<file path="src/pkg/lss_consts.vh">
// constants for the low-side switch serial control block
`ifndef LSS_CONSTS_VH
`define LSS_CONSTS_VH
`define LSS_WORD_W 24
`define LSS_OUT_N 16
`define LSS_CNT_W 5
`define LSS_OP_HI 23
`define LSS_OP_LO 18
`define LSS_BIT_THERM 17
`define LSS_BIT_OVREC 16
`define LSS_BIT_ANY 23
`define LSS_BIT_OV 22
`define LSS_OP_ONOFF 6'h00
`define LSS_OP_OPENLD 6'h01
`define LSS_OP_RETRY 6'h02
`define LSS_OP_SFPD 6'h03
`define LSS_OP_PWMEN 6'h04
`define LSS_OP_ANDOR 6'h05
`define LSS_OP_RESET 6'h06
`define LSS_OV_FILT_NS 50000
`define LSS_CLK_NS 5
`define LSS_OV_FILT_CYC ((`LSS_OV_FILT_NS + `LSS_CLK_NS - 1) / `LSS_CLK_NS)
`define LSS_OV_CNT_W 14
`define LSS_FIFO_DEPTH 32
`define LSS_FIFO_AW 5
`endif

</file>
<file path="src/logic/lss_ctrl.v">
// serial control and fault report front end of a sixteen-output low-side switch
`timescale 1ns/1ps
`include "lss_consts.vh"
module lss_ctrl (
   input wire core_clk, // 200 MHz clock
   input wire rst_b, // hardware reset pin, active low
   input wire clk_en, // freezes all state when low
   input wire sop_ok, // serial-out supply above 2.5 V
   input wire sclk, // serial clock from master
   input wire cs_b, // chip select, active low
   input wire si, // serial data in
   output reg so_o, // serial data out value
   output reg so_oe, // serial out driven when high
   input wire ov_det, // battery_supply over-voltage comparator
   input wire [15:0] therm_det, // per-output over-temperature
   input wire [15:0] ocur_det, // per-output over-current/short to supply
   input wire [15:0] open_det, // per-output open load
   output reg [15:0] low_side_outputs, // output driver gates
   output reg [15:0] open_cur_en, // open-load pull-down enables
   output reg [15:0] sfpd_r, // short fault protect disable bits
   output reg [15:0] pwm_en_r, // pwm enable bits
   output reg [15:0] and_or_r, // pwm and/or select
   output reg ov_shut // over-voltage shutdown active
);
   localparam W = `LSS_WORD_W;
   // three-stage pin synchronisers; change counted when stages 2 and 3 agree
   reg [2:0] sclk_s_r;
   reg [2:0] cs_s_r;
   reg [2:0] si_s_r;
   reg [2:0] ov_s_r;
   reg [2:0] sop_s_r;
   reg sclk_f_r;
   reg cs_f_r;
   reg ov_f_r;
   reg sop_f_r;
   wire sclk_stable = (sclk_s_r[1] == sclk_s_r[2]);
   wire cs_stable = (cs_s_r[1] == cs_s_r[2]);
   wire sclk_rise = sclk_stable && sclk_s_r[2] && !sclk_f_r;
   wire sclk_fall = sclk_stable && !sclk_s_r[2] && sclk_f_r;
   wire cs_fall = cs_stable && !cs_s_r[2] && cs_f_r;
   wire cs_rise = cs_stable && cs_s_r[2] && !cs_f_r;
   wire ov_f_nxt = (ov_s_r[1] == ov_s_r[2]) ? ov_s_r[2] : ov_f_r;
   wire sop_f_nxt = (sop_s_r[1] == sop_s_r[2]) ? sop_s_r[2] : sop_f_r;
   wire int_rst = !sop_f_r;
   always @(posedge core_clk or negedge rst_b)
   begin
      if (!rst_b)
      begin
         sclk_s_r <= 3'h0;
         // idle high, so leaving reset shows no false select edge
         cs_s_r <= 3'h7;
         si_s_r <= 3'h0;
         ov_s_r <= 3'h0;
         sop_s_r <= 3'h0;
         sclk_f_r <= 1'b0;
         cs_f_r <= 1'b1;
         ov_f_r <= 1'b0;
         sop_f_r <= 1'b0;
      end
      else if (clk_en)
      begin
         sclk_s_r <= {sclk_s_r[1:0], sclk};
         cs_s_r <= {cs_s_r[1:0], cs_b};
         si_s_r <= {si_s_r[1:0], si};
         ov_s_r <= {ov_s_r[1:0], ov_det};
         sop_s_r <= {sop_s_r[1:0], sop_ok};
         if (sclk_stable)
            sclk_f_r <= sclk_s_r[2];
         if (cs_stable)
            cs_f_r <= cs_s_r[2];
         ov_f_r <= ov_f_nxt;
         sop_f_r <= sop_f_nxt;
      end
   end
   // serial shifters and frame bookkeeping
   reg [W-1:0] in_sr_r;
   reg [W-1:0] out_sr_r;
   reg [`LSS_CNT_W-1:0] bit_cnt_r;
   reg active_r;
   reg sclk_seen_r;
   reg ov_flag_r;
   reg [15:0] flt_r;
   reg [W-1:0] status_word;
   always @*
   begin
      status_word = {W{1'b0}};
      status_word[`LSS_BIT_ANY] = ov_flag_r | (|flt_r);
      status_word[`LSS_BIT_OV] = ov_flag_r;
      status_word[`LSS_OUT_N-1:0] = flt_r;
   end
   wire fifo_in_ready;
   wire word_end = (bit_cnt_r == 5'h17);
   // a frame with no clock at all would otherwise replay the stale input word
   wire frame_ok = active_r && sclk_seen_r && (bit_cnt_r == 5'h00);
   wire op_known = (in_sr_r[`LSS_OP_HI:`LSS_OP_LO] <= `LSS_OP_RESET);
   wire push = cs_rise && frame_ok && op_known && fifo_in_ready;
   always @(posedge core_clk or negedge rst_b)
   begin
      if (!rst_b)
      begin
         in_sr_r <= 24'h000000;
         out_sr_r <= 24'h000000;
         bit_cnt_r <= 5'h00;
         active_r <= 1'b0;
         so_o <= 1'b0;
         so_oe <= 1'b0;
      end
      else if (clk_en)
      begin
         if (int_rst)
         begin
            in_sr_r <= 24'h000000;
            out_sr_r <= 24'h000000;
            bit_cnt_r <= 5'h00;
            active_r <= 1'b0;
            so_o <= 1'b0;
            so_oe <= 1'b0;
         end
         else if (cs_fall)
         begin
            // whole word loads; each rising edge after the first then exposes the next bit
            out_sr_r <= status_word;
            so_o <= status_word[W-1];
            so_oe <= 1'b1;
            bit_cnt_r <= 5'h00;
            active_r <= 1'b1;
         end
         else if (cs_rise)
         begin
            so_oe <= 1'b0;
            // park the data low while the pin is released
            so_o <= 1'b0;
            active_r <= 1'b0;
         end
         else if (active_r)
         begin
            if (sclk_fall)
            begin
               in_sr_r <= {in_sr_r[W-2:0], si_s_r[2]};
               // count modulo 24 so daisy chains of several words still latch
               if (word_end)
                  bit_cnt_r <= 5'h00;
               else
                  bit_cnt_r <= bit_cnt_r + 5'h01;
               // input bit follows output so chained words pass through intact
               out_sr_r <= {out_sr_r[W-2:0], si_s_r[2]};
            end
            // bit 23 already shows from select, so the first rise must not advance
            if (sclk_rise && sclk_seen_r)
            begin
               so_o <= out_sr_r[W-1];
            end
         end
      end
   end
   // first rising edge of a frame already shows bit 23, later ones advance
   always @(posedge core_clk or negedge rst_b)
   begin
      if (!rst_b)
         sclk_seen_r <= 1'b0;
      else if (clk_en)
      begin
         if (cs_fall || int_rst)
            sclk_seen_r <= 1'b0;
         else if (active_r && sclk_fall)
            sclk_seen_r <= 1'b1;
      end
   end
   // completed words queue for the control stage
   wire fifo_valid;
   wire [W-1:0] cmd;
   // the control stage takes a word every cycle, so the queue only absorbs bursts
   wire fifo_pop = fifo_valid;
   lss_fifo #(
      .WIDTH(W),
      .DEPTH(`LSS_FIFO_DEPTH),
      .AW(`LSS_FIFO_AW)
   ) u_fifo (
      .core_clk(core_clk),
      .rst_b(rst_b),
      .clk_en(clk_en),
      .in_valid(push),
      .in_ready(fifo_in_ready),
      .in_data(in_sr_r),
      .out_valid(fifo_valid),
      .out_ready(fifo_pop),
      .out_data(cmd)
   );
   // over-voltage filter
   reg [`LSS_OV_CNT_W-1:0] ov_cnt_r;
   reg [15:0] on_cmd_r;
   reg [15:0] latched_off_r;
   reg therm_retry_r;
   reg ov_recover_r;
   wire [5:0] opcode = cmd[`LSS_OP_HI:`LSS_OP_LO];
   wire ov_done = (ov_cnt_r == `LSS_OV_FILT_CYC);
   always @(posedge core_clk or negedge rst_b)
   begin
      if (!rst_b)
         ov_cnt_r <= 14'h0000;
      else if (clk_en)
      begin
         if (!ov_f_r || int_rst)
            ov_cnt_r <= 14'h0000;
         // holds at the filter figure so a long surge cannot wrap
         else if (!ov_done)
            ov_cnt_r <= ov_cnt_r + 14'h0001;
      end
   end
   // control registers, faults and drivers
   wire ov_nxt = ov_f_r && ov_done;
   // cycle in which the supply comes back; recovery bit decides the commands
   wire ov_leave = ov_shut && !ov_nxt;
   wire hit_reset = fifo_pop && (opcode == `LSS_OP_RESET);
   wire status_read = cs_fall && !int_rst;
   genvar g;
   generate
      for (g = 0; g < `LSS_OUT_N; g = g + 1)
      begin : g_out
         wire thermal = therm_det[g];
         wire open_rep = open_det[g] && !on_cmd_r[g] && open_cur_en[g];
         wire flt_now = thermal || ocur_det[g] || open_rep;
         // an output is switched off only by its command, its own thermal detector or a global shutdown
         wire drive_ok = on_cmd_r[g] && !thermal && !latched_off_r[g]
            && !ov_shut;
         always @(posedge core_clk or negedge rst_b)
         begin
            if (!rst_b)
            begin
               flt_r[g] <= 1'b0;
               latched_off_r[g] <= 1'b0;
               low_side_outputs[g] <= 1'b0;
            end
            else if (clk_en)
            begin
               if (int_rst || hit_reset)
               begin
                  flt_r[g] <= 1'b0;
                  latched_off_r[g] <= 1'b0;
                  low_side_outputs[g] <= 1'b0;
               end
               else
               begin
                  // live fault wins over the clear on a status read
                  if (flt_now)
                     flt_r[g] <= 1'b1;
                  else if (status_read)
                     flt_r[g] <= 1'b0;
                  if (thermal && !therm_retry_r)
                     latched_off_r[g] <= 1'b1;
                  else if (fifo_pop && opcode == `LSS_OP_ONOFF)
                     latched_off_r[g] <= 1'b0;
                  low_side_outputs[g] <= drive_ok;
               end
            end
         end
      end
   endgenerate
   always @(posedge core_clk or negedge rst_b)
   begin
      if (!rst_b)
      begin
         on_cmd_r <= 16'h0000;
         open_cur_en <= 16'h0000;
         sfpd_r <= 16'h0000;
         pwm_en_r <= 16'h0000;
         and_or_r <= 16'h0000;
         therm_retry_r <= 1'b0;
         ov_recover_r <= 1'b0;
         ov_shut <= 1'b0;
         ov_flag_r <= 1'b0;
      end
      else if (clk_en)
      begin
         if (int_rst || hit_reset)
         begin
            on_cmd_r <= 16'h0000;
            open_cur_en <= 16'h0000;
            sfpd_r <= 16'h0000;
            pwm_en_r <= 16'h0000;
            and_or_r <= 16'h0000;
            therm_retry_r <= 1'b0;
            ov_recover_r <= 1'b0;
            ov_shut <= 1'b0;
            ov_flag_r <= 1'b0;
         end
         else
         begin
            ov_shut <= ov_nxt;
            if (ov_nxt)
               ov_flag_r <= 1'b1;
            else if (status_read)
               ov_flag_r <= 1'b0;
            if (ov_leave && !ov_recover_r)
               on_cmd_r <= 16'h0000;
            else if (fifo_pop)
            begin
               case (opcode)
                  `LSS_OP_ONOFF: on_cmd_r <= cmd[15:0];
                  `LSS_OP_OPENLD: open_cur_en <= cmd[15:0];
                  `LSS_OP_RETRY:
                  begin
                     therm_retry_r <= cmd[`LSS_BIT_THERM];
                     ov_recover_r <= cmd[`LSS_BIT_OVREC];
                  end
                  `LSS_OP_SFPD: sfpd_r <= cmd[15:0];
                  `LSS_OP_PWMEN: pwm_en_r <= cmd[15:0];
                  `LSS_OP_ANDOR: and_or_r <= cmd[15:0];
                  default: ;
               endcase
            end
         end
      end
   end
endmodule

</file>
<file path="src/logic/lss_fifo.v">
// command word fifo between the serial front end and the control logic
`timescale 1ns/1ps
module lss_fifo #(
   parameter WIDTH = 24,
   parameter DEPTH = 32,
   parameter AW = 5
) (
   input wire core_clk, // clock
   input wire rst_b, // async reset, active low
   input wire clk_en, // freeze when low
   input wire in_valid, // write request
   output wire in_ready, // space available
   input wire [WIDTH-1:0] in_data, // write data
   output wire out_valid, // data available
   input wire out_ready, // read accept
   output wire [WIDTH-1:0] out_data // head word
);
   reg [WIDTH-1:0] mem [0:DEPTH-1];
   reg [AW:0] wr_ptr_r;
   reg [AW:0] rd_ptr_r;
   wire full = (wr_ptr_r[AW] != rd_ptr_r[AW]) && (wr_ptr_r[AW-1:0] == rd_ptr_r[AW-1:0]);
   wire empty = (wr_ptr_r == rd_ptr_r);
   assign in_ready = !full;
   assign out_valid = !empty;
   assign out_data = mem[rd_ptr_r[AW-1:0]];
   always @(posedge core_clk)
   begin
      if (clk_en && in_valid && !full)
         mem[wr_ptr_r[AW-1:0]] <= in_data;
   end
   always @(posedge core_clk or negedge rst_b)
   begin
      if (!rst_b)
      begin
         wr_ptr_r <= {(AW+1){1'b0}};
         rd_ptr_r <= {(AW+1){1'b0}};
      end
      else if (clk_en)
      begin
         if (in_valid && !full)
            wr_ptr_r <= wr_ptr_r + 1'b1;
         if (out_ready && !empty)
            rd_ptr_r <= rd_ptr_r + 1'b1;
      end
   end
endmodule

</file>
<file path="config.mk">
export PLATFORM = sky130hd
export DESIGN_NAME = lss_ctrl
export DESIGN_NICKNAME = d
export VERILOG_FILES = /design/src/logic/lss_ctrl.v /design/src/logic/lss_fifo.v
export VERILOG_INCLUDE_DIRS = /design/src /design/src/pkg
export SDC_FILE = /design/constraint.sdc
export NUM_CORES = 1
export LEC_CHECK = 0
export BUFFER_PORTS_ARGS = -buffer_cell sky130_fd_sc_hd__buf_4
export CORE_MARGIN = 2
export CORE_UTILIZATION = 56
export CTS_CLUSTER_SIZE = 40
export DETAILED_ROUTE_END_ITERATION = 6
export GPL_TIMING_DRIVEN = 0
export MAX_ROUTING_LAYER = met4
export PLACE_DENSITY = 0.82
export SLEW_MARGIN = 0
export SYNTH_ARGS = -nofsm -noshare
export SYNTH_HDL_FRONTEND = slang
export SYNTH_SLANG_ARGS = --single-unit
</file>
<file path="constraint.sdc">
create_clock -name core_clk -period 4.27 [get_ports core_clk]
set_clock_uncertainty 0.05 [all_clocks]
set_input_delay 0.854 -clock core_clk [delete_from_list [all_inputs] [get_ports core_clk]]
set_output_delay 0.854 -clock core_clk [all_outputs]
set_load 0.01 [all_outputs]
</file>
; ---- After elaboration in Yosys (flattened, before gate mapping)
; Memories as Yosys holds them, arrays and structs flattened.
; Index checks and enable logic that the tools add are counted.
[op_classes]
n_addsub = 4
n_lt_le_gt_ge = 1
eq_ne = 29
mux = 143
n_bitwise = 2
reduce_logical = 310
[ops]
columns = cell, n
row1 = $mux 16, 20
row2 = $mux 24, 10
row3 = $logic_and 1x1->1, 121
row4 = $mux 1, 105
row5 = $reduce_bool 3->1, 34
row6 = $reduce_and 2->1, 42
row7 = $logic_not 1->1, 60
row8 = $logic_or 1x1->1, 35
row9 = $mux 5, 6
row10 = $mux 14, 2
row11 = $reduce_and 4->1, 6
row12 = $eq 6x3->1 const B, 3
row13 = $reduce_or 16->1, 1
row14 = $add 14x1->14 const B, 1
row15 = $eq 14x14->1 const B, 1
row16 = $add 6x1->6 const B, 2
row17 = $eq 6x2->1 const B, 2
row18 = $reduce_bool 2->1, 6
row19 = $ne 3x1->1 const B, 3
row20 = $ne 2x2->1 const B, 4
row21 = $ne 4x1->1 const B, 2
row22 = $eq 6x1->1 const B, 1
row23 = $eq 6x6->1, 1
row24 = $le 6x3->1 const B, 1
row25 = 13 further kinds, 20
[totals]
regBits = 233
mem_bits_rw = 768
out_inout_bits = 83
mem_count = 1
[mem_list]
columns = memory, depth, word_bits, rd, rd_clocked_by_memory_dff, write_ports, line_no
row1 = u_fifo.mem, 32, 24, 1, 0, 1, lss_fifo.v:18  ; reg [WIDTH-1:0] mem [0:DEPTH-1];

; ---- Longest topological paths before layout
[logic_depth]
ltp_word = 10
mapped_depth = 15

; ---- Modules after synthesis
; From an unflattened synthesis, not the netlist that was laid out.
[hier_totals]
hier_cells = 2377
hier_area_um2 = 39715.6
[modules_own_cells]
columns = mod, n_inst, cells_each, area_each_um2
row1 = lss_fifo, 1, 1447, 29976.2
row2 = lss_ctrl, 1, 930, 9739.3

; ---- Worst setup path after synthesis
; OpenSTA, ideal clock, no wires.
[synth_timing]
path_type = input to register
startpoint = input port clk_en
endpoint = memory u_fifo.mem[31][0] (enable)
setup_time_ns = 0.405
t_arrival_ns = 2.996
required_time_ns = 3.815
setup_slack_ns = 0.820
cell_stages = 7
n_path_buf = 1
path_cell_list = inv_1 nor4_1 nand4_1 nor2_1 nand2_1 clkbuf_1 nor2_1
[synth_between]
elab_chain_len = 4
[synth_rtl]
columns = element, line_no
row1 = "start, declared", lss_ctrl.v:7  ; input wire clk_en,
row2 = $logic_and 1x1->1 (2 in series), lss_fifo.v:28  ; if (clk_en && in_valid && !full)
row3 = $mux 1, lss_fifo.v:28
row4 = $mux 1 (not written as such), lss_fifo.v:29  ; mem[wr_ptr_r[AW-1:0]] <= in_data;
row5 = "end, declared", lss_fifo.v:18
; No other way between the ends.

; ---- Final worst setup path
[layout_timing]
startpoint = register u_fifo.rd_ptr_r[1]
endpoint = register and_or_r[12]
[layout_between]
elab_chain_len = 6
elab_cells_between_ends = 15
classes_between = eq/ne: 5 / mux: 4 / reduce/logical: 5 / memory: 1
[layout_rtl]
columns = element, line_no
row1 = "start, declared", lss_fifo.v:20  ; reg [AW:0] rd_ptr_r;
row2 = "start signal, assigned", lss_fifo.v:36  ; rd_ptr_r <= {(AW+1){1'b0}};
row3 = "start signal, assigned", lss_fifo.v:43  ; rd_ptr_r <= rd_ptr_r + 1'b1;
row4 = $mem_v2 32x24 / $eq 6x6->1 (equally long branches), n/a
row5 = $eq 6x3->1 (no source line) / $logic_not 1->1 (equally long branches), n/a
row6 = $logic_and 1x1->1, lss_ctrl.v:214  ; wire hit_reset = fifo_pop && (opcode == `LSS_OP_RESET);
row7 = $logic_or 1x1->1, lss_ctrl.v:275  ; if (int_rst || hit_reset)
row8 = $ne 2x2->1 (no source line) / $reduce_bool 2->1 (equally long branches), n/a
row9 = $reduce_and 4->1 (no source line), n/a
row10 = "end signal, assigned", lss_ctrl.v:308  ; `LSS_OP_ANDOR: and_or_r <= cmd[15:0];
row11 = "end, declared", lss_ctrl.v:22  ; output reg [15:0] and_or_r,
; Several ways; a longest one is shown, not always the timed one. The select of a mux whose other input is x is not followed.
; A chain may end at the register's enable or synchronous reset.

==> summary by stage <==
Place
The congestion estimate from routability-driven global placement came to 0.935. Once detailed placement completed, the half-perimeter wirelength came to around 66000 um. The count of buffers added on input and output ports is 138. The number of placed instances, taps included is roughly 3300.

Floorplan
The full die area is 72400 um^2. The initial utilization of the core area, before any placement, comes to 56.4%. From left edge to right edge, the die measures approximately 270 um. The chip height is 269 um. The number of primary I/O pins is 139. After floorplanning, the core was divided into 97 placement rows. The area of the core is 69800 um^2.

Clock network
The clock net in this run drives a total of 1001 sinks. The TritonCTS clock tree is built. The number of CTS-inserted buffers is 97. Clock-pin slew was measured on the worst setup and hold paths at ~70 ps. Hold repair after CTS inserted 0 buffers. The clock insertion delay at the later pin of the skew report is ~660 ps.

The maximum count of clock buffers along a single path is 3. The H-tree depth reported by CTS is 3. The library cell used as clock root buffer is sky130_fd_sc_hd__clkbuf_16.

STA
The setup violation total in the final timing report is 6. At the pin with the least slew margin, the transition time is between 1000 and 1500 ps. In this run the tightest slew margin relative to its limit is between 7 and 8%. Adding up every negative setup slack in the final design gives -292 ps. The number of max-slew violations in the final report is 0. Across all setup checks in the final design, the least slack found is -83.4 ps. The final critical-path share of the clock period is 102%. The peak clock frequency supported by timing is 230 MHz. The number of hold-slack violations in the final timing report came to 0. The minimum clock period after layout is 4350 ps.

Logic synthesis
sky130_fd_sc_hd__edfxtp_1 is the most common cell in the netlist. Sorting the synthesized cells by area gives the leading types as sky130_fd_sc_hd__edfxtp_1, sky130_fd_sc_hd__dfrtp_1, sky130_fd_sc_hd__mux4_2. When the netlist entered floorplanning its net count stood at 2233. The flip-flop cell with the highest count after synthesis is sky130_fd_sc_hd__edfxtp_1. Of the post-synthesis cell area, the dominant cell type holds 58.6%. After synthesis, the share of flip-flops with an asynchronous set or reset is 23.3%. The biggest area contributor in the post-synthesis netlist is sky130_fd_sc_hd__edfxtp_1. Sorting the synthesized cells by how often they occur yields sky130_fd_sc_hd__edfxtp_1, sky130_fd_sc_hd__dfrtp_1, sky130_fd_sc_hd__mux4_2, sky130_fd_sc_hd__nand2_1, sky130_fd_sc_hd__o21ai_0. The synthesized design contains around 770 enable-type register cells. The number of warnings reported in the yosys synthesis log is 0. The number of instances in the synthesized netlist is 2164. Synthesis inferred 1001 register bits. The combined area of all synthesized cells is 39400 um^2. In this run the mean area of a mapped cell was 18.2 um^2. For this run, the register share of the synthesized area comes to between 70% and 80%.

In this run, distinct cell masters in the synthesized netlist total 73.

Finish
The ratio of cells with drive above 1 in the final layout is approximately 27%. The flip-flop count of the largest register after layout is about 770. The final instance count without filler cells is ~3400. The number of nets in the layout is 2492. The post-synthesis to final-layout area growth is 16.0%. Fill cells in the final layout number roughly 4300.

Power
The combinational group share of total power is 26.7%. The peak ir drop on the vdd network is 362 uV. The clock network power share is 31.1%. Per report_power, the sequential group accounts for a little over two fifths of the total. The switching power of the nets is 9.11 mW. In this run the static leakage power is 15.7 nW. For this design the ratio of total power to cell area is roughly 610 nW/um^2. The internal portion of the total power is 18.9 mW. The share of total power consumed by net switching is 32.6%. The power consumption is roughly 28 mW.

Detailed routing
The via count is 23786. The ratio of routed vias to standard cells is 6.91. The first detailed-routing pass took 6 iterations.

In the routed design, unresolved DRC markers number 0. The DRC marker count from the first detailed-route iteration is approximately 4100. The routed wire length is 115000 um.

Dividing the detail-routed wire length by the instance count gives 33.3 um. In this run the remaining antenna-violating nets after routing total 0.

Global route
The remaining global-route overflow is 0. The combined global-route utilization of all metal layers is 32.5%. The wire length of the first global-routing pass is roughly 160000 um.

The via count of the first global-routing pass is 23963. The number of antenna violations at the first check in global routing is 1. The maximum number of pins on one net before global-route repair is 124.

Setup path
Walking the worst path, the cells encountered are buf_4 > buf_2 > clkbuf_4 > buf_4 > buf_2 > buf_4 > mux4_2 > mux4_2 > mux2i_4 > o2bb2ai_1. The worst setup path is launched from a flip-flop. The startpoint-to-endpoint class of the critical path is reg2reg. STA classifies the critical path endpoint as a flip-flop. The largest fanout on the critical path is 10. The cell with the largest stage delay on the worst path is sky130_fd_sc_hd__mux4_2. By instance count, the cell type seen most on the critical path is sky130_fd_sc_hd__buf_4. The delay contributed by the slowest stage of the critical path is roughly 600 ps. STA puts the critical path data arrival time at just under 5000 ps. The required time at the worst-slack endpoint is 4750 ps.

Flow run
Across the run, the number of max-cap violations was 0.

Worst hold path
The path class of the tightest hold or removal check is in2async.

Status
The final reports fail on setup timing. The flow ran to the end, but the final reports show violations.
## final timing paths
kind / from / endpoint / slack [ps] / depth (start not counted)
min reg2reg: out_sr_r[23] / out_sr_r[23] / 430 / 2
max reg2reg: u_fifo.rd_ptr_r[1] / and_or_r[12] / -80 / 10
min: rst_b / ov_cnt_r[11] / 240 / 1
max in group asynchronous: rst_b / in_sr_r[15] / 2810 / 2
max: u_fifo.rd_ptr_r[1] / and_or_r[12] / -80 / 10
min in group core_clk: si / si_s_r[0] / 400 / 2
## area by class of cell
class / instances / area (um^2) / share of cell area [%]
antenna: 1 / 2.50 / 0.00548
buffer: 115 / 596 / 1.31
clock buffer: 125 / 2650 / 5.80
clock inverter: 54 / 520 / 1.14
inverter: 33 / 124 / 0.271
multi-input combinational: 1012 / 10100 / 22.2
sequential: 1001 / 28900 / 63.3
tap: 940 / 1180 / 2.58
timing repair buffer: 163 / 1560 / 3.43
## cells in the final DEF, fill, tap and decap left out, types with 9 or more instances in the layout
master,instances
sky130_fd_sc_hd__edfxtp_1,768
sky130_fd_sc_hd__dfrtp_1,229
sky130_fd_sc_hd__mux4_2,202
sky130_fd_sc_hd__nand2_1,143
sky130_fd_sc_hd__buf_4,142
sky130_fd_sc_hd__o21ai_0,123
sky130_fd_sc_hd__clkbuf_16,99
sky130_fd_sc_hd__o2bb2ai_1,82
sky130_fd_sc_hd__nor2_1,74
sky130_fd_sc_hd__clkbuf_1,64
sky130_fd_sc_hd__buf_2,41
sky130_fd_sc_hd__a22o_1,38
sky130_fd_sc_hd__mux2i_1,35
sky130_fd_sc_hd__inv_1,32
sky130_fd_sc_hd__nor2_4,32
sky130_fd_sc_hd__clkinv_2,25
sky130_fd_sc_hd__o31ai_1,22
sky130_fd_sc_hd__nor3_1,22
sky130_fd_sc_hd__buf_12,17
sky130_fd_sc_hd__a32o_1,16
sky130_fd_sc_hd__nand3_1,15
sky130_fd_sc_hd__xor2_1,14
sky130_fd_sc_hd__a21oi_1,14
sky130_fd_sc_hd__ha_1,13
sky130_fd_sc_hd__mux2_2,12
sky130_fd_sc_hd__xnor2_1,11
sky130_fd_sc_hd__clkbuf_2,10
sky130_fd_sc_hd__clkinv_1,10
sky130_fd_sc_hd__buf_6,9
sky130_fd_sc_hd__mux2i_2,9
## cell families (layout without fill, tap and decap cells)
kind of cell | count (synthesis) | in the layout | synth area share (%)
multiplexers | 265 | 265 | 13.3
flip-flops | 1001 | 1001 | 73.4
XOR/XNOR | 25 | 25 | 0.556
adder cells (fa/ha/maj) | 13 | 13 | 0.413
other | 0 | 1 | 0
AO/OA/AOI/OAI | 352 | 352 | 6.40
AND/OR/NAND/NOR | 357 | 357 | 4.16
buffers and inverters | 151 | 490 | 1.78
## routing by layer
layer / global-route usage (%) / wire, um
met3: 8.11 / 15300
met2: 50.3 / 54800
met4: 18.1 / 6480
met5: - / 0
met1: 39.6 / 38000
## critical path, delay by kind of cell, from the launching register on
| kind | cells | cell delay (ps) |
|---|---|---|
| flops | 1 | 560 |
| buf+inv | 6 | 2030 |
| mux | 3 | 1420 |
| compound gates | 1 | 140 |
## power groups by stage
| stage | clock [mW] | combinational [mW] | sequential [mW] |
|---|---|---|---|
| final | 8.69 | 7.46 | 11.8 |
| after detailed placement | 0 | 6.84 | 12.0 |
| after floorplan | 0 | 4.32 | 11.8 |
| after global routing | 9.04 | 7.73 | 11.9 |
| after CTS | 8.67 | 7.12 | 11.8 |
| after global placement | 0 | 6.60 | 11.9 |
## stage by stage
step	utilization [%]	setup WS, ps	hold WS (ps)	cell area (um^2)
2_1_floorplan	-	820	393	39400
3_3_place_gp	59.6	-954	410	41600
3_5_place_dp	60.6	-483	412	42300
4_1_cts	65.2	6.49	254	45500
5_1_grt	65.4	-60.0	316	45600
6_report	65.4	-83.4	237	45600
## repair_timing
item	4_1_cts	5_1_grt
endpoints found under the setup margin	77	353
resized for setup	24	17
buffers inserted	0	3
hold endpoints to repair	0	0
pin swaps	0	9
Note: power is estimated with default switching activity, not from simulation.
